[src/sec_pkg.sv]
// Package for the serial engine core: modes, formats, reset values and carriers
package sec_pkg;

   typedef enum logic [2:0] {
      SEC_MODE_UART_EXT = 3'h0,
      SEC_MODE_UART_INT = 3'h1,
      SEC_MODE_SPI_SLV = 3'h2,
      SEC_MODE_SPI_MST = 3'h3,
      SEC_MODE_I2C_SLV = 3'h4,
      SEC_MODE_I2C_MST = 3'h5,
      SEC_MODE_RSV6 = 3'h6,
      SEC_MODE_RSV7 = 3'h7
   } sec_mode_t;

   typedef enum logic [1:0] {
      SEC_SMP_16 = 2'h0,
      SEC_SMP_8 = 2'h1,
      SEC_SMP_3 = 2'h2
   } sec_smp_t;

   localparam logic [15:0] SEC_BAUD_RST = 16'h0000;
   localparam logic [2:0] SEC_FRAC_RST = 3'h0;
   localparam int SEC_FRAC_POS = 13;
   localparam int SEC_FRAC_W = 3;
   localparam int SEC_INT_W = 13;
   localparam int SEC_SYNC_W = 8;
   localparam logic [16:0] SEC_ARITH_MOD = 17'h10000;
   localparam logic [3:0] SEC_DIV16_LAST = 4'hF;
   localparam int SEC_RXBUF_DEPTH = 2;
   localparam int SEC_RXBUF_AW = 1;

   // Control carrier from software
   typedef struct packed {
      sec_mode_t mode;
      logic enable;
      logic frac_mode;
      sec_smp_t samples;
      logic [15:0] baud;
      logic dbg_run;
      logic [7:0] match_addr;
      logic [7:0] match_mask;
   } sec_cfg_t;

   // Status carrier to software
   typedef struct packed {
      logic enabled;
      logic halted;
      logic tx_full;
      logic rx_empty;
      logic rx_full;
      logic addr_hit;
   } sec_stat_t;

endpackage

[src/sec_rxbuf.sv]
// Two-entry receive buffer memory with registered read data
`timescale 1ns/1ps
`default_nettype none
module sec_rxbuf #(
   parameter int WIDTH = 8,
   parameter int DEPTH = 2
) (
   input wire logic core_clk,
   input wire logic rst_b,
   input wire logic wr_en,
   input wire logic [$clog2(DEPTH)-1:0] wr_addr,
   input wire logic [WIDTH-1:0] wr_data,
   input wire logic [$clog2(DEPTH)-1:0] rd_addr,
   output logic [WIDTH-1:0] rd_data
);
   logic [WIDTH-1:0] mem_ff [DEPTH];

   initial begin
      if (DEPTH < 2 || WIDTH < 1) begin
         $error("sec_rxbuf: bad size");
      end
   end

   always_ff @(posedge core_clk) begin
      if (wr_en) begin
         mem_ff[wr_addr] <= wr_data;
      end
   end

   always_ff @(posedge core_clk or negedge rst_b) begin
      if (!rst_b) begin
         rd_data <= '0;
      end else begin
         rd_data <= mem_ff[rd_addr];
      end
   end
endmodule
`default_nettype wire

[src/sec_core.sv]
// Serial engine core: mode select, enable, reset, guard, baud generator, buffers
`timescale 1ns/1ps
`default_nettype none
// How it works
// - Three-bit mode picks USART ext/int clock, SPI slave/master, I2C slave/master.
// - Enabled engine serves only the selected mode with all its resources.
// - Enable bit one turns the engine on, zero turns it off.
// - Software reset restores every setting except debug control and disables.
// - Asynchronous transmit uses baud divide-by-samples (16, 8 or 3), receive uses divide-by-1.
// - Synchronous modes use divide-by-2, chosen automatically from the mode.
// - Baud output derives from divisor and the serial engine reference clock.
// - Asynchronous arithmetic divisor is a full sixteen-bit value.
// - Fractional divisor: 13-bit integer, 3-bit fraction; integer at least one.
// - Synchronous modes use only an eight-bit divisor.
// - Guard may lock settings; flag, status, data, match stay writable.
// - Guard lock never blocks writes from an external debugger.
// - Engine runs during debug halt unless debug control asks to halt.
// - Settings cross into the engine clock domain before taking effect.
// - Engine keeps running in sleep while its clock runs; irq wakes.
// - Transmit has one buffer before shifter; receive has two-entry buffer.
// - Address matching acts only in SPI and I2C modes.
// - Bus clock enabled after reset, power manager may gate it.
// - Asynchronous samples per bit selectable as 16, 8 or 3.
// - Shared interrupt high while any enabled flag is set.
module sec_core #(
   parameter int DATA_W = 8,
   parameter int IRQ_W = 4
) (
   input wire logic core_clk,
   input wire logic rst_b,
   input wire logic cfg_wr,
   input wire logic cfg_wr_dbg,
   input wire sec_pkg::sec_cfg_t cfg_in,
   input wire logic guard_lock,
   input wire logic sw_reset,
   input wire logic cpu_halted,
   input wire logic tx_wr,
   input wire logic [DATA_W-1:0] tx_data,
   output logic tx_load_ff,
   output logic [DATA_W-1:0] tx_shift_ff,
   input wire logic tx_shift_done,
   input wire logic rx_done,
   input wire logic [DATA_W-1:0] rx_shift_data,
   input wire logic rx_rd,
   output logic [DATA_W-1:0] rx_data_ff,
   input wire logic [7:0] rx_addr,
   input wire logic [IRQ_W-1:0] irq_set,
   input wire logic [IRQ_W-1:0] irq_clr,
   input wire logic [IRQ_W-1:0] irq_en,
   output logic irq_ff,
   output logic [IRQ_W-1:0] irq_flag_ff,
   output logic tick_tx_ff,
   output logic tick_rx_ff,
   output logic tick_sync_ff,
   output sec_pkg::sec_cfg_t cfg_ff,
   output sec_pkg::sec_stat_t stat_ff
);
   initial begin
      if (DATA_W < 1 || DATA_W > 16 || IRQ_W < 1) begin
         $error("sec_core: bad width");
      end
   end

   sec_pkg::sec_cfg_t nxt_cfg;
   logic [15:0] div_cnt_ff;
   logic [2:0] frac_acc_ff;
   logic frac_extra_ff;
   logic [3:0] smp_cnt_ff;
   logic [16:0] arith_acc_ff;
   logic sync_half_ff;
   logic tx_full_ff;
   logic [1:0] rx_cnt_ff;
   logic rx_wp_ff;
   logic rx_rp_ff;
   logic [DATA_W-1:0] rx_mem_q;
   logic rx_pend_ff;
   logic active;
   logic is_async;
   logic is_sync;
   logic base_tick;
   logic [3:0] smp_last;
   logic [12:0] frac_int;
   logic [15:0] div_limit;
   logic [2:0] frac_sum;
   logic frac_carry;
   logic addr_hit;

   // Engine halts only when debug control says so
   assign active = cfg_ff.enable && !(cpu_halted && !cfg_ff.dbg_run)
      && (cfg_ff.mode <= sec_pkg::SEC_MODE_I2C_MST);
   assign is_async = (cfg_ff.mode == sec_pkg::SEC_MODE_UART_EXT)
      || (cfg_ff.mode == sec_pkg::SEC_MODE_UART_INT);
   assign is_sync = active && !is_async;

   // Settings sampled on core_clk only; the bus side hands over by strobe
   always_comb begin
      nxt_cfg = cfg_ff;
      if (cfg_wr && (!guard_lock || cfg_wr_dbg)) begin
         nxt_cfg.mode = cfg_in.mode;
         nxt_cfg.enable = cfg_in.enable;
         nxt_cfg.frac_mode = cfg_in.frac_mode;
         nxt_cfg.samples = cfg_in.samples;
         nxt_cfg.baud = cfg_in.baud;
         nxt_cfg.dbg_run = cfg_in.dbg_run;
      end
      if (cfg_wr) begin
         nxt_cfg.match_addr = cfg_in.match_addr;
         nxt_cfg.match_mask = cfg_in.match_mask;
      end
   end

   // One clock from reset on; gating it is the power manager's business
   always_ff @(posedge core_clk or negedge rst_b) begin
      if (!rst_b) begin
         cfg_ff <= '0;
      end else if (sw_reset) begin
         cfg_ff <= '0;
         cfg_ff.dbg_run <= cfg_ff.dbg_run;
      end else begin
         cfg_ff <= nxt_cfg;
      end
   end

   // Samples per bit
   always_comb begin
      case (cfg_ff.samples)
         sec_pkg::SEC_SMP_8: smp_last = 4'h7;
         sec_pkg::SEC_SMP_3: smp_last = 4'h2;
         default: smp_last = sec_pkg::SEC_DIV16_LAST;
      endcase
   end

   assign frac_int = cfg_ff.baud[sec_pkg::SEC_INT_W-1:0];
   assign {frac_carry, frac_sum} = {1'b0, frac_acc_ff}
      + {1'b0, cfg_ff.baud[sec_pkg::SEC_FRAC_POS +: sec_pkg::SEC_FRAC_W]};

   // Divider reload per format; a fraction carry adds one cycle to each sample period of the next bit
   always_comb begin
      if (is_sync) begin
         div_limit = {8'h00, cfg_ff.baud[sec_pkg::SEC_SYNC_W-1:0]};
      end else if (cfg_ff.frac_mode) begin
         // Integer zero is illegal; treat as one rather than stall
         div_limit = (frac_int == 13'h0000) ? 16'h0000
            : {3'h0, frac_int} - 16'h0001 + {15'h0000, frac_extra_ff};
      end else begin
         div_limit = 16'h0000;
      end
   end

   // Arithmetic mode: phase accumulator, average rate f*(1-BAUD/65536)
   always_ff @(posedge core_clk or negedge rst_b) begin
      if (!rst_b) begin
         arith_acc_ff <= '0;
      end else if (!active || sw_reset) begin
         arith_acc_ff <= '0;
      end else if (is_async && !cfg_ff.frac_mode) begin
         arith_acc_ff <= {1'b0, arith_acc_ff[15:0]}
            + (sec_pkg::SEC_ARITH_MOD - {1'b0, cfg_ff.baud});
      end
   end

   // Integer/synchronous divider
   always_ff @(posedge core_clk or negedge rst_b) begin
      if (!rst_b) begin
         div_cnt_ff <= '0;
         frac_acc_ff <= sec_pkg::SEC_FRAC_RST;
         frac_extra_ff <= 1'b0;
      end else if (!active || sw_reset) begin
         div_cnt_ff <= '0;
         frac_acc_ff <= sec_pkg::SEC_FRAC_RST;
         frac_extra_ff <= 1'b0;
      end else if (div_cnt_ff >= div_limit) begin
         div_cnt_ff <= '0;
         if (smp_cnt_ff == smp_last && is_async) begin
            frac_acc_ff <= frac_sum;
            frac_extra_ff <= frac_carry;
         end
      end else begin
         div_cnt_ff <= div_cnt_ff + 16'h0001;
      end
   end

   assign base_tick = active && !sw_reset && ((is_async && !cfg_ff.frac_mode)
      ? arith_acc_ff[16] : (div_cnt_ff >= div_limit));

   // Tick outputs: /1 receive, /S transmit, /2 synchronous
   always_ff @(posedge core_clk or negedge rst_b) begin
      if (!rst_b) begin
         smp_cnt_ff <= '0;
         sync_half_ff <= 1'b0;
         tick_rx_ff <= 1'b0;
         tick_tx_ff <= 1'b0;
         tick_sync_ff <= 1'b0;
      end else begin
         tick_rx_ff <= base_tick && is_async;
         tick_tx_ff <= base_tick && is_async && (smp_cnt_ff == smp_last);
         tick_sync_ff <= base_tick && is_sync && sync_half_ff;
         if (!active || sw_reset) begin
            smp_cnt_ff <= '0;
            sync_half_ff <= 1'b0;
         end else if (base_tick) begin
            smp_cnt_ff <= (smp_cnt_ff == smp_last) ? 4'h0 : smp_cnt_ff + 4'h1;
            sync_half_ff <= !sync_half_ff;
         end
      end
   end

   // Transmit: one holding buffer in front of the shifter
   always_ff @(posedge core_clk or negedge rst_b) begin
      if (!rst_b) begin
         tx_full_ff <= 1'b0;
         tx_load_ff <= 1'b0;
         tx_shift_ff <= '0;
      end else if (sw_reset || !active) begin
         tx_full_ff <= 1'b0;
         if (sw_reset) begin
            tx_shift_ff <= '0;
         end
         tx_load_ff <= 1'b0;
      end else begin
         tx_load_ff <= 1'b0;
         if (tx_full_ff && (tx_shift_done || !tx_load_ff)) begin
            // Hold data until the shifter frees up; extra writes are dropped
            tx_load_ff <= tx_shift_done;
         end
         if (tx_wr && !tx_full_ff) begin
            tx_full_ff <= 1'b1;
            tx_shift_ff <= tx_data;
         end else if (tx_full_ff && tx_shift_done) begin
            tx_full_ff <= 1'b0;
         end
      end
   end

   // Receive: shifter into a two-entry buffer
   sec_rxbuf #(
      .WIDTH(DATA_W),
      .DEPTH(sec_pkg::SEC_RXBUF_DEPTH)
   ) u_rxbuf (
      .core_clk(core_clk),
      .rst_b(rst_b),
      .wr_en(rx_done && active && rx_cnt_ff != 2'h2),
      .wr_addr(rx_wp_ff),
      .wr_data(rx_shift_data),
      .rd_addr(rx_rp_ff),
      .rd_data(rx_mem_q)
   );

   always_ff @(posedge core_clk or negedge rst_b) begin
      if (!rst_b) begin
         rx_cnt_ff <= '0;
         rx_wp_ff <= 1'b0;
         rx_rp_ff <= 1'b0;
         rx_pend_ff <= 1'b0;
         rx_data_ff <= '0;
      end else if (sw_reset || !active) begin
         rx_cnt_ff <= '0;
         if (sw_reset) begin
            rx_data_ff <= '0;
         end
         rx_wp_ff <= 1'b0;
         rx_rp_ff <= 1'b0;
         rx_pend_ff <= 1'b0;
      end else begin
         // Overflow beyond two entries drops the newest word
         if (rx_done && rx_cnt_ff != 2'h2) begin
            rx_wp_ff <= !rx_wp_ff;
         end
         rx_pend_ff <= rx_rd && rx_cnt_ff != 2'h0;
         if (rx_pend_ff) begin
            rx_data_ff <= rx_mem_q;
         end
         if (rx_rd && rx_cnt_ff != 2'h0) begin
            rx_rp_ff <= !rx_rp_ff;
         end
         rx_cnt_ff <= rx_cnt_ff + {1'b0, rx_done && rx_cnt_ff != 2'h2}
            - {1'b0, rx_rd && rx_cnt_ff != 2'h0};
      end
   end

   assign addr_hit = ((rx_addr ^ cfg_ff.match_addr) & ~cfg_ff.match_mask) == 8'h00;

   // Sticky flags, set wins over clear
   always_ff @(posedge core_clk or negedge rst_b) begin
      if (!rst_b) begin
         irq_flag_ff <= '0;
         irq_ff <= 1'b0;
      end else if (sw_reset) begin
         irq_flag_ff <= '0;
         irq_ff <= 1'b0;
      end else begin
         irq_flag_ff <= (irq_flag_ff & ~irq_clr) | irq_set;
         irq_ff <= |(((irq_flag_ff & ~irq_clr) | irq_set) & irq_en);
      end
   end

   always_ff @(posedge core_clk or negedge rst_b) begin
      if (!rst_b) begin
         stat_ff <= '0;
      end else begin
         stat_ff.enabled <= cfg_ff.enable && !sw_reset;
         stat_ff.halted <= cpu_halted && !cfg_ff.dbg_run;
         stat_ff.tx_full <= tx_full_ff;
         stat_ff.rx_empty <= rx_cnt_ff == 2'h0;
         stat_ff.rx_full <= rx_cnt_ff == 2'h2;
         stat_ff.addr_hit <= active && !is_async && rx_done && addr_hit;
      end
   end
endmodule
`default_nettype wire

[config.mk]
export PLATFORM = sky130hd
export DESIGN_NAME = sec_core
export DESIGN_NICKNAME = d
export VERILOG_FILES = /design/src/sec_pkg.sv /design/src/sec_rxbuf.sv /design/src/sec_core.sv
export SDC_FILE = /design/constraint.sdc
export NUM_CORES = 1
export LEC_CHECK = 0
export ABC_CLOCK_PERIOD_IN_PS = 5000
export BUFFER_PORTS_ARGS = -buffer_cell sky130_fd_sc_hd__clkbuf_2
export CAP_MARGIN = 15
export CORE_MARGIN = 5
export CORE_UTILIZATION = 54
export DETAILED_ROUTE_END_ITERATION = 8
export PLACE_DENSITY_LB_ADDON = 0.15
export SYNTH_ARGS = -nofsm -noshare
export SYNTH_HDL_FRONTEND = slang
export SYNTH_SLANG_ARGS = --single-unit
[constraint.sdc]
create_clock -name core_clk -period 5 [get_ports core_clk]
set_input_delay 0.75 -clock core_clk [delete_from_list [all_inputs] [get_ports core_clk]]
set_output_delay 0.75 -clock core_clk [all_outputs]
set_load 0.005 [all_outputs]
Yosys cells after proc, flatten, opt, wreduce, memory -nomap -nowiden
Memory sizes are Yosys's and may differ from the RTL's. A register that Yosys moved wholly into a read port is not among the register bits.
Cells that the tools add are included.
- add/sub/neg operators: 9
- $mul: 0
- divide/modulo/power cells: 0
- order comparisons: 2
- eq/ne operators: 7
- shift-type cells: 0
- multiplexer cells: 43
- bitwise gates (word level): 8
- reductions and logical operators: 61
- operators with widths (cell ; count):
    $mux 16 ; 6
    $mux 40 ; 1
    $mux 8 ; 5
    $mux 17 ; 2
    $mux 24 ; 1
    $logic_and 1x1->1 ; 23
    $reduce_bool 2->1 ; 11
    $mux 1 ; 19
    $add 16x17->17 ; 1
    $sub 17x16->17 const A ; 1
    $add 16x1->16 const B ; 1
    $ge 16x16->1 ; 1
    $mux 4 ; 4
    $add 14x2->15 ; 1
    $sub 13x1->14 const B ; 1
    $logic_not 1->1 ; 13
    $logic_not 13->1 ; 1
    $mux 3 ; 3
    $and 4x4->4 ; 2
    $and 8x8->8 ; 1
    $logic_not 8->1 ; 1
    $not 8->8 ; 1
    $pmux 4 s2 ; 1
    $reduce_and 2->1 ; 4
    other kinds (20) ; 25
- register bits: 119
- bits in latches: 0
- RAM bits: 16
- ROM bits: 0
- word-level logic and storage cells: 164
- memories: 1
- memory list (memory ; words ; bits a word ; read ports ; clocked after Yosys merged registers in ; write ports ; line ; RTL):
    u_rxbuf.mem_ff ; 2 ; 8 ; 1 ; 1 ; 1 ; sec_rxbuf.sv:16 ; logic [WIDTH-1:0] mem_ff [DEPTH];

Depth between registers and ports, before layout
Gate-level depths: netlist of run 1.
- depth after elaboration: 12
- depth in mapped cells: 19
- depth with buffers taken out: 17

Modules after synthesis
From an unflattened synthesis of run 1, not the netlist that was laid out.
- cell total of the unflattened synthesis: 766
- area, all modules: 7681.1 sq um
- by module, submodules not included (module ; times used ; cells each ; area an instance (sq um)):
    sec_core ; 1 ; 731 ; 6856.6
    sec_rxbuf ; 1 ; 35 ; 824.5

Worst setup path before layout of run 1
OpenSTA, ideal clock, no wires.
- kind: register to register
- from: register cfg_ff[18] (netlist name)
- to: register smp_cnt_ff[2]
- library setup time: 82 ps
- arrival time: 4238 ps
- required time: 4918 ps
- setup slack: 679 ps
- cell stages (with the launch flop): 18
- period minus slack after synthesis: 4321 ps
- cells stage by stage: dfrtp_1 inv_1 ha_1 or4b_4 buf_6 or4_4 nand3_1 o21ai_0 a22oi_1 ha_1 a21o_1 a21o_1 a2111oi_0 a211o_1 a31o_2 clkbuf_1 o21ai_0 o22ai_1
- word-level cells in the longest chain between the ends: 9
- elaborated cells between the ends (all ways): 10
- those cells by class: 2 x add/sub; 1 x order compare; 4 x mux; 3 x reduce/logical
- RTL lines (item ; line ; RTL):
    start: declaration ; sec_core.sv:55 ; output sec_pkg::sec_cfg_t cfg_ff,
    start signal: assignment ; sec_core.sv:120 ; cfg_ff <= nxt_cfg;
    $sub 13x1->14 ; sec_core.sv:144 ; : {3'h0, frac_int} - 16'h0001 + {15'h0000, frac_extra_ff};
    $add 14x2->15 ; sec_core.sv:144 ;
    $mux 16 ; sec_core.sv:143 ; div_limit = (frac_int == 13'h0000) ? 16'h0000
    $mux 16 ; sec_core.sv:141 ; end else if (cfg_ff.frac_mode) begin
    $mux 16 * ; sec_core.sv:139 ; if (is_sync) begin
    $ge 16x16->1 * ; sec_core.sv:184 ; ? arith_acc_ff[16] : (div_cnt_ff >= div_limit));
    $mux 1 * ; sec_core.sv:184 ;
    $logic_and 1x1->1 * ; sec_core.sv:183 ; assign base_tick = active && !sw_reset && ((is_async && !cfg_ff.frac_mode)
    $reduce_bool 2->1 (no line) * ; -- ;
    end signal: assignment ; sec_core.sv:202 ; smp_cnt_ff <= (smp_cnt_ff == smp_last) ? 4'h0 : smp_cnt_ff + 4'h1;
    end: declaration ; sec_core.sv:68 ; logic [3:0] smp_cnt_ff;
Every way passes the cells marked *; elsewhere a longest branch is shown, timed or not.
A chain may end at the register's enable or synchronous reset.

Worst setup path after layout of run 1
- from: register cfg_ff[18] (netlist name)
- to: register frac_acc_ff[0]
- word-level cells in the longest chain between the ends: 8
- elaborated cells between the ends (all ways): 9
- those cells by class: 2 x add/sub; 1 x order compare; 3 x mux; 3 x reduce/logical
- RTL lines (item ; line ; RTL):
    $sub 13x1->14 ; sec_core.sv:144 ;
    $add 14x2->15 ; sec_core.sv:144 ;
    $mux 16 ; sec_core.sv:143 ;
    $mux 16 ; sec_core.sv:141 ;
    $mux 16 * ; sec_core.sv:139 ;
    $ge 16x16->1 * ; sec_core.sv:172 ; end else if (div_cnt_ff >= div_limit) begin
    $reduce_bool 2->1 (no line) * ; -- ;
    $reduce_and 2->1 (no line) * ; -- ;
    end signal: assignment ; sec_core.sv:166 ; frac_acc_ff <= sec_pkg::SEC_FRAC_RST;
    end signal: assignment ; sec_core.sv:170 ; frac_acc_ff <= sec_pkg::SEC_FRAC_RST;
    end signal: assignment ; sec_core.sv:175 ; frac_acc_ff <= frac_sum;
    end: declaration ; sec_core.sv:66 ; logic [2:0] frac_acc_ff;
Marked as above.

==> results of run 1 <==
==> per-layer routing <==
layer	share of wire (%)	wire length, um	up-vias
li1	-	-	3009
met1	40	7850	3040
met2	50	9880	206
met3	7.3	1430	33
met4	2.2	438	0
met5	0	0	-
==> power groups by stage <==
stage                     logic, W  registers [W]  clock network, W
after floorplan           0.000292        0.00125                 0
after detailed placement  0.000440        0.00126                 0
after CTS                 0.000443        0.00124           0.00129
after global routing      0.000494        0.00125           0.00134
after global placement    0.000433        0.00126                 0
final                     0.000442        0.00124           0.00127
==> layout make-up <==
type	instances	share of cell area [%]
clock buffers	17	4.62
flip-flops and latches	143	39.8
repair buffers	167	9.39
clock inverters	15	2.03
well taps	180	2.45
inverters	36	1.47
multi-input cells	554	40.3
==> final timing paths <==
path,startpoint,endpoint,slack (ns),cells after the start
max,cfg_ff[18],frac_acc_ff[0],0.36,16
max in group asynchronous,rst_b,div_cnt_ff[2],3.60,2
min,rst_b,arith_acc_ff[3],0.30,1
max reg2reg,cfg_ff[18],frac_acc_ff[0],0.36,16
min in group core_clk,u_rxbuf.rd_data[4],rx_data_ff[4],0.47,2
min reg2reg,u_rxbuf.rd_data[4],rx_data_ff[4],0.47,2
==> through the flow <==
step	cell area (um2)	setup slack [ns]	std cells	power (W)	util (%)
6_report	9200	0.360	1112	0.00296	66.3
5_1_grt	9200	0.0227	1112	0.00308	66.3
4_1_cts	9190	0.326	1112	0.00298	66.2
3_5_place_dp	8580	0.382	1080	0.00170	61.8
3_3_place_gp	8580	0.557	1080	0.00170	61.8
2_1_floorplan	7640	0.679	768	0.00154	-
==> critical path, stage by stage (launching register included) <==
cell and delay (ns):
dfrtp_1 0.47, inv_1 0.16, ha_1 0.31, or4b_4 0.57
nor2_2 0.19, nand2_1 0.08, a31oi_1 0.34, xnor2_1 0.17
nor3_1 0.19, a311oi_2 0.08, ha_1 0.33, nand4_1 0.10
a211o_1 0.28, a211o_1 0.30, a21oi_1 0.58, mux2i_1 0.28
nor2_1 0.06
==> cell usage in the layout, fill, tap and decap left out, types with 11 or more instances in the layout <==
| cell type | synthesis | layout |
|---|---|---|
| clkbuf_2 | 0 | 156 |
| dfrtp_1 | 127 | 127 |
| nor2_1 | 79 | 79 |
| nand2_1 | 60 | 60 |
| ha_1 | 43 | 43 |
| o21ai_0 | 38 | 38 |
| xnor2_1 | 37 | 37 |
| inv_1 | 36 | 36 |
| nand3_1 | 33 | 32 |
| a21oi_1 | 33 | 32 |
| nand2b_1 | 28 | 28 |
| a22o_1 | 23 | 23 |
| xor2_1 | 19 | 19 |
| nor3_1 | 19 | 19 |
| mux2i_1 | 19 | 19 |
| clkbuf_16 | 0 | 17 |
| a21o_1 | 16 | 16 |
| edfxtp_1 | 16 | 16 |
| and3_1 | 11 | 11 |
| buf_4 | 0 | 11 |
==> flip-flops by register name (all words and copies together) (netlist names), 2 cells and up <==
register,cells
stat_ff,6
rx_cnt_ff,2
tx_shift_ff,8
rx_data_ff,8
arith_acc_ff,17
frac_acc_ff,3
smp_cnt_ff,4
u_rxbuf.rd_data,8
irq_flag_ff,4
u_rxbuf.mem_ff,16
div_cnt_ff,16
cfg_ff,40
==> cells by family after synthesis <==
logic type | count (synthesis)
and+or+nand+nor | 274
AOI/OAI and AO/OA | 151
buffers and inverters | 71
DFF | 143
adders and majority gates | 45
muxes | 28
xor gates and xnor gates | 56
==> out/summary.txt, run 1 <==
fin crit share: 92.8%
Synth top area share: 41.6%
path type of the worst setup path: reg -> reg
Hold Crit Class: in -> async
Mapped Nets: 900
Post-Synth Simple-Gate Area: 17.4%
count of final max-slew check failures: 0
CTS resizes: 0
final weighted congestion in routability-driven placement: 0.908
Initial DRT Pass Iterations: 5
main combinational cell family by area after synthesis: simple AND/OR/NAND/NOR gates
Rows: 43
GR met2 Demand/Resource: 44.1%
H-tree depth: 4
RSZ-0062 raised after global routing: no
busiest layer in global routing: met2
switching share of power: 29.8%
Combinational Power Share: 14.9%
Critical Path RT: 5.28 ns
IO Pins: 158
Die Ht: 129 um
footprint of the multi-input gates: 3700 um2
Slew HR: 24.2%
mux share of post-synthesis cell area: 3.81%
DRT iter0 DRCs: 273
Yosys top cell by area: dfrtp_1
Final nets: 1051
drt drc: 0
Initial Util: 55.1%
xor/xnor share of the synthesized area: 6.42%
status: finished, final reports clean
Hold Buf Count CTS: 0
Final setup viols: 0
drt via density: 5.65
Post-synth ARST share: 88.8%
Worst Setup End Kind: flip-flop
VDD IR-drop max: 0.263 mV
routed len/inst: 17.6 um
FMAX: 216 MHz
count of cell types in the netlist: 59
post-route ant nets: 0
setup_tns: 0 ns
total internal power: 0.00208 W
worst-path maximum fanout: 9
ANT cells: 0
vias post-DR: 6288
Final HPWL DP: 14700 um
clock buffer depth: 2
sw power: 0.000881 W
GRT Total Usage: 24.9%
Synth Area in Adders: 7.56%
Port Buffers: 157
Max Cap Viol: 0
initial antenna violation count: 0
setup repair bufs after CTS: 0
clk root buf: clkbuf_16
Critical Path AT: 4.92 ns
Clk pwr share: 43.0%
GR Overflow Total: 0
most frequent cells after synthesis: dfrtp_1 (127), nor2_1 (79), nand2_1 (60)
Die W: 129 um
Area Overhead vs Synth: 20.3%
Lkg Pwr: 4.45 nW
later-pin clock latency in the skew report: 0.43 ns
grt met1 use: 28.8%
full die area: 16600 um2
yosys synthesis warning count: 0
Post-Syn Area per Cell: 9.95 um2
Post-synth EDFFs: 16
Seq/Total Area, Yosys: 47.9%
startpoint types: flip-flop
final hold violation count: 0
clk slew on worst S/H paths: 0.06 ns
vias in the first global route: 6744
CTS sink count: 143
Synth Area in Compound Gates: 13.1%
Synth area leaders: dfrtp_1 (42%), ha_1 (7.0%), edfxtp_1 (6.3%)
FF/Latch Area: 3660 um2
Num CTS Buffers: 17
Syn Inst Count: 768
Tmin final: 4.64 ns
CORE AREA: 13900 um2
GR met3 Demand/Resource: 7.56%
largest net degree at the start of global routing: 56
worst hold slack: 0.296 ns
worst slew pin tran: 1.13 ns
FF+latch count, synth: 143
sequential fraction of design power: 42.0%
layout cells sized above 1: 23.6%
Clock Skew: 0.00747 ns
routed wire length: 19600 um
fill count: 1109
Synth Flop Type: dfrtp_1
first-pass GRT wire length: 33000 um
Synth Cell Area: 7640 um2
Pwr Density: 321 nW/um2
CTS tree: yes
count leader, synth: dfrtp_1
Note: power is estimated with default switching activity, not from simulation.
==> run 2: changes to the inputs <==
--- a/config.mk
+++ b/config.mk
@@ -8,6 +8,7 @@
 export ABC_CLOCK_PERIOD_IN_PS = 5000
 export BUFFER_PORTS_ARGS = -buffer_cell sky130_fd_sc_hd__clkbuf_2
 export CAP_MARGIN = 15
+export CORE_ASPECT_RATIO = 0.7
 export CORE_MARGIN = 5
 export CORE_UTILIZATION = 54
 export DETAILED_ROUTE_END_ITERATION = 8
==> run 2 against run 1 <==
  * Worst setup slack worse by 0.046 ns
  * Flip-flop and latch count unchanged
  * Die area up 0.23%
  * Maximum frequency down 0.99%
  * Clock power up 9%
  * Non-clock buffer count down 3
  * Register-to-register slack worse by 0.05 ns
  * Wire length up 2.8%
  * Critical path type unchanged
==> out/summary.txt, run 2 (synthesis results as in run 1) <==
status: finished, final reports clean
final weighted congestion in routability-driven placement: 0.908 (about the same)
Area Overhead vs Synth: 20.6%
path type of the worst setup path: reg -> reg
Die W: 152 um (+18%)
r2r startpoint: cfg_ff[18]
CTS sink count: 143 (unchanged)
cell area after layout: 9220 um2 (+0.19%)
Top reg by flops: cfg_ff
RSZ-0062 raised after global routing: no
vias in the first global route: 6408 (-5.0%)
full die area: 16700 um2 (+0.23%)
FMAX: 213 MHz (-0.99%)
Largest register FFs: 40 (unchanged)
most frequent cells in the layout: clkbuf_2 (156), dfrtp_1 (127), nor2_1 (79)
GR Overflow Total: 0 (unchanged)
ANT cells: 0 (unchanged)
Rows: 36 (-16%)
Num CTS Buffers: 17 (unchanged)
Port Buffers: 157 (unchanged)
VDD IR-drop max: 0.205 mV (-22%)
first-pass GRT wire length: 32100 um (-2.7%)
initial antenna violation count: 0 (unchanged)
final hold violation count: 0 (unchanged)
Max Cap Viol: 0 (unchanged)
vias post-DR: 6349 (+0.97%)
Critical Path AT: 4.96 ns (+0.04 ns)
largest stage delay on the critical path: 0.58 ns (about the same)
post-route ant nets: 0 (unchanged)
Worst Setup End Kind: flip-flop
Clock Skew: 0.0123 ns (+0.00480 ns)
worst path cell trace: inv_1, ha_1, or4b_4, nor2_2, nand2_1, a31oi_1, xnor2_1, nor3_1, a311oi_2, ha_1, nand4_1, a211o_1, a211o_1, a21oi_1, mux2i_1, nor2_1
routed len/inst: 18.0 um (+2.2%)
later-pin clock latency in the skew report: 0.42 ns (about the same)
setup_tns: 0 ns (unchanged)
most common cell after layout, fill and taps aside: clkbuf_2
Final nets: 1048 (-0.29%)
DRT iter0 DRCs: 397 (+45%)
fill count: 1112 (+0.27%)
clk slew on worst S/H paths: 0.06 ns (about the same)
largest net degree at the start of global routing: 61 (+8.9%)
fin crit share: 93.7% (+0.93 points)
Hold Buf Count CTS: 0 (unchanged)
startpoint types: flip-flop
H-tree depth: 4 (unchanged)
IO Pins: 158 (unchanged)
Lkg Pwr: 4.45 nW (-0.10%)
Post-DP Area: 8560 um2 (-0.20%)
layout cells sized above 1: 22.8% (-0.78 points)
routed wire length: 20100 um (+2.8%)
Final setup viols: 0 (unchanged)
Worst Setup SP: cfg_ff[18]
Initial DRT Pass Iterations: 5 (unchanged)
drt drc: 0 (unchanged)
Hold Crit Class: in -> async
Tmin final: 4.69 ns (+0.0465 ns)
Regs by FF count: cfg_ff x40, arith_acc_ff x17
GRT Total Usage: 24.2% (-0.70 points)
Critical Path RT: 5.27 ns (about the same)
clk root buf: clkbuf_16
worst-path maximum fanout: 9 (unchanged)
count of final max-slew check failures: 0 (unchanged)
drt via density: 5.67 (+0.34%)
Final HPWL DP: 14800 um (+0.76%)
Die Ht: 110 um (-15%)
worst slew pin tran: 1.13 ns (+0.00417 ns)
CP max-delay cell: a21oi_1
CTS tree: yes
Initial Util: 54.9% (-0.15 points)
Pwr Density: 334 nW/um2 (+4.0%)
CORE AREA: 13900 um2 (+0.27%)
Slew HR: 23.9% (-0.28 points)
clock buffer depth: 2 (unchanged)
run 2: per-layer routing:
metal / part of all wire (%) / track usage (%) / routed length [um] / vias up
li1: - / - / - / 3000
met1: 46 / 33.5 / 9230 / 3103
met2: 46 / 38.5 / 9300 / 224
met3: 6.9 / 6.65 / 1390 / 22
met4: 1.2 / 6.16 / 232 / 0
met5: 0 / 0 / 0 / -
run 2: final timing paths:
path                       slack (ns)        endpoint  depth (start not counted)
setup / recovery                 0.31  frac_acc_ff[0]                         16
hold / removal                   0.41      cfg_ff[23]                          1
setup reg to reg                 0.31  frac_acc_ff[0]                         16
hold reg to reg                  0.45      stat_ff[3]                          0
max in group asynchronous        3.56      stat_ff[0]                          2
min in group core_clk            0.45      stat_ff[3]                          0
run 2: critical path, delay by kind of cell (launching register included):
kind            cells  cell delay (ns)
compound gates      5             1.64
fa+ha+maj           2             0.63
mux                 1             0.27
simple gates        6             1.20
buf+inv             1             0.17
xor+xnor            1             0.17
flops               1             0.47
run 2: cell type report:
cell class / count / area, um2 / share of cell area [%]
Multi-Input combinational cell: 554 / 3700 / 40.2
Sequential cell: 143 / 3660 / 39.7
Timing Repair Buffer: 164 / 841 / 9.12
Clock buffer: 21 / 450 / 4.89
Tap cell: 190 / 238 / 2.58
Clock inverter: 11 / 189 / 2.05
Inverter: 36 / 135 / 1.47
run 2: report_power, final:
part	internal (W)	switching [W]
clock network	0.000898	0.000493
registers	0.00121	0.0000401
logic	0.000186	0.000256
total	0.00229	0.000789
run 2: repair_timing:
action | 4_1_cts | 5_1_grt
gates resized for setup | 0 | 1
setup buffers | 0 | 0
setup endpoints to repair | 0 | 16
run 2: per-stage QoR:
| stage | instances | utilization (%) | worst slack [ns] | total power [W] | hold WS [ns] |
|---|---|---|---|---|---|
| floorplan | 768 | - | 0.679 | 0.00154 | 0.408 |
| global placement | 1086 | 61.5 | 0.538 | 0.00169 | 0.427 |
| detailed placement | 1086 | 61.5 | 0.335 | 0.00170 | 0.430 |
| CTS | 1118 | 66.1 | 0.275 | 0.00309 | 0.438 |
| global route | 1119 | 66.2 | 0.0537 | 0.00320 | 0.461 |
| finish | 1119 | 66.2 | 0.314 | 0.00308 | 0.413 |
==> run 3: changes to the inputs <==
--- a/config.mk
+++ b/config.mk
@@ -10,7 +10,7 @@
 export CAP_MARGIN = 15
 export CORE_ASPECT_RATIO = 0.7
 export CORE_MARGIN = 5
-export CORE_UTILIZATION = 54
+export CORE_UTILIZATION = 55
 export DETAILED_ROUTE_END_ITERATION = 8
 export PLACE_DENSITY_LB_ADDON = 0.15
 export SYNTH_ARGS = -nofsm -noshare
==> run 3 against run 2 <==
  * Count of clock-buffer cells in the layout down 1
  * Register-to-register slack improved by 0.03 ns
  * Sequential power barely moved
  * Clock power down 6%
  * Cell count did not move
  * Flip-flop and latch count stayed put
  * Power down 2.9%
  * Design area decreased by 0.23%
  * Non-clock buffer count stayed put
  * Worst hold slack better by 0.00054 ns
  * Critical endpoint is now smp_cnt_ff[3]
==> out/summary.txt, run 3 (synthesis results as in run 1) <==
ANT cells: 0 (unchanged)
worst slack, placed: 0.310 ns (-0.0250 ns)
Critical Path RT: 5.31 ns (+0.04 ns)
vias post-DR: 6221 (-2.0%)
routed len/inst: 17.1 um (-4.8%)
post-route ant nets: 0 (unchanged)
first-pass GRT wire length: 31100 um (-3.3%)
Regs by FF count: cfg_ff x40, arith_acc_ff x17
drt drc: 0 (unchanged)
Num CTS Buffers: 17 (unchanged)
GR Overflow Total: 0 (unchanged)
clock buffer depth: 2 (unchanged)
Crit path top cell by count: nand2_1
full die area: 16400 um2 (-1.7%)
path type of the worst setup path: reg -> reg
Power Total: 0.00299 W (-2.9%)
final setup margin: 0.348 ns (+0.0343 ns)
drt via density: 5.56 (-2.0%)
setup repair bufs after CTS: 0 (unchanged)
later-pin clock latency in the skew report: 0.42 ns (about the same)
worst slew pin tran: 1.18 ns (+0.0510 ns)
count of final max-slew check failures: 0 (unchanged)
Final nets: 1048 (unchanged)
Tmin final: 4.65 ns (-0.0343 ns)
most common cell after layout, fill and taps aside: clkbuf_2
clk root buf: clkbuf_16
RSZ-0062 raised after global routing: no
most frequent cells in the layout: clkbuf_2 (156), dfrtp_1 (127), nor2_1 (79)
VDD IR-drop max: 0.238 mV (+16%)
Initial DRT Pass Iterations: 5 (unchanged)
FMAX: 215 MHz (+0.74%)
fin crit share: 93.0% (-0.69 points)
largest delay contributor family on the critical path: simple AND/OR/NAND/NOR gates
GRT Total Usage: 24.2% (-0.047 points)
CTS sink count: 143 (unchanged)
Hold Buf Count CTS: 0 (unchanged)
initial antenna violation count: 0 (unchanged)
Critical Path AT: 4.96 ns (about the same)
Pwr Density: 326 nW/um2 (-2.6%)
Clock Skew: 0.0111 ns (-0.00118 ns)
DRT iter0 DRCs: 436 (+9.8%)
Final HPWL DP: 14400 um (-2.2%)
placed cells: 1087 (+0.092%)
startpoint types: flip-flop
H-tree depth: 4 (unchanged)
Final setup viols: 0 (unchanged)
largest net degree at the start of global routing: 64 (+4.9%)
Die Ht: 109 um (-0.83%)
vias in the first global route: 6161 (-3.9%)
Top reg by flops: cfg_ff
Largest register FFs: 40 (unchanged)
status: finished, final reports clean
Port Buffers: 157 (unchanged)
CTS resizes: 0 (unchanged)
final hold violation count: 0 (unchanged)
Worst Setup End Kind: flip-flop
Lkg Pwr: 4.44 nW (-0.32%)
setup_tns: 0 ns (unchanged)
CP max-delay cell: or4b_4
routed wire length: 19200 um (-4.8%)
CTS tree: yes
clk slew on worst S/H paths: 0.06 ns (about the same)
Die W: 151 um (-0.85%)
Worst Path Buf+Inv: 1 (unchanged)
layout cells sized above 1: 23.3% (+0.43 points)
final weighted congestion in routability-driven placement: 0.884 (-2.7%)
Hold Crit Class: in -> async
largest stage delay on the critical path: 0.56 ns (-0.02 ns)
Rows: 36 (unchanged)
worst-path maximum fanout: 11 (+2)
Max Cap Viol: 0 (unchanged)
Initial Util: 55.5% (+0.54 points)
IO Pins: 158 (unchanged)
Post-Layout Cell Count: 1119 (unchanged)
Area Overhead vs Synth: 20.3%
CORE AREA: 13800 um2 (-0.97%)
Slew HR: 20.5% (-3.4 points)
worst path cell trace: inv_1, ha_1, or4b_4, nor2_2, nand2_1, o22ai_1, nand2_1, nor3_1, o21ai_0, ha_1, nand3_1, nand2_1, a2111oi_0, a211o_1, a31o_2, or2_2, o41ai_1
[run 3: stage by stage]
step / hold slack, ns / util, % / cell area [um2]
global route: 0.481 / 66.7 / 9200
finish: 0.414 / 66.7 / 9200
floorplan: 0.408 / - / 7640
detailed placement: 0.435 / 62.2 / 8570
CTS: 0.440 / 66.7 / 9190
global placement: 0.424 / 62.2 / 8570
[run 3: path summary, 6_finish.rpt]
check / end / slack (ns) / startpoint / cells past startpoint
setup / recovery: smp_cnt_ff[3] / 0.35 / cfg_ff[18] / 17
hold / removal: cfg_ff[25] / 0.41 / rst_b / 1
setup reg to reg: smp_cnt_ff[3] / 0.35 / cfg_ff[18] / 17
hold reg to reg: rx_data_ff[1] / 0.45 / u_rxbuf.rd_data[1] / 2
max in group asynchronous: tx_shift_ff[6] / 3.54 / rst_b / 2
min in group core_clk: rx_data_ff[1] / 0.45 / u_rxbuf.rd_data[1] / 2
[run 3: where the power goes]
part,internal (W),switching (W),total (W)
Sequential,0.00121,0.0000377,0.00125
Combinational,0.000187,0.000249,0.000435
Clock,0.000790,0.000523,0.00131
Total,0.00218,0.000809,0.00299
[run 3: routing by layer]
metal  track usage, %  wire length, um
met4             7.18              204
met5                0                0
met2             35.5             8680
met1             36.1             9190
met3             5.44             1110
[run 3: final cells by class]
| cell class | instances | area (um2) |
|---|---|---|
| Clock buffer | 20 | 468 |
| Fill cell | 1102 | 4590 |
| Sequential cell | 143 | 3660 |
| Timing Repair Buffer | 164 | 841 |
| Tap cell | 190 | 238 |
| Inverter | 36 | 135 |
| Multi-Input combinational cell | 554 | 3700 |
| Clock inverter | 12 | 150 |
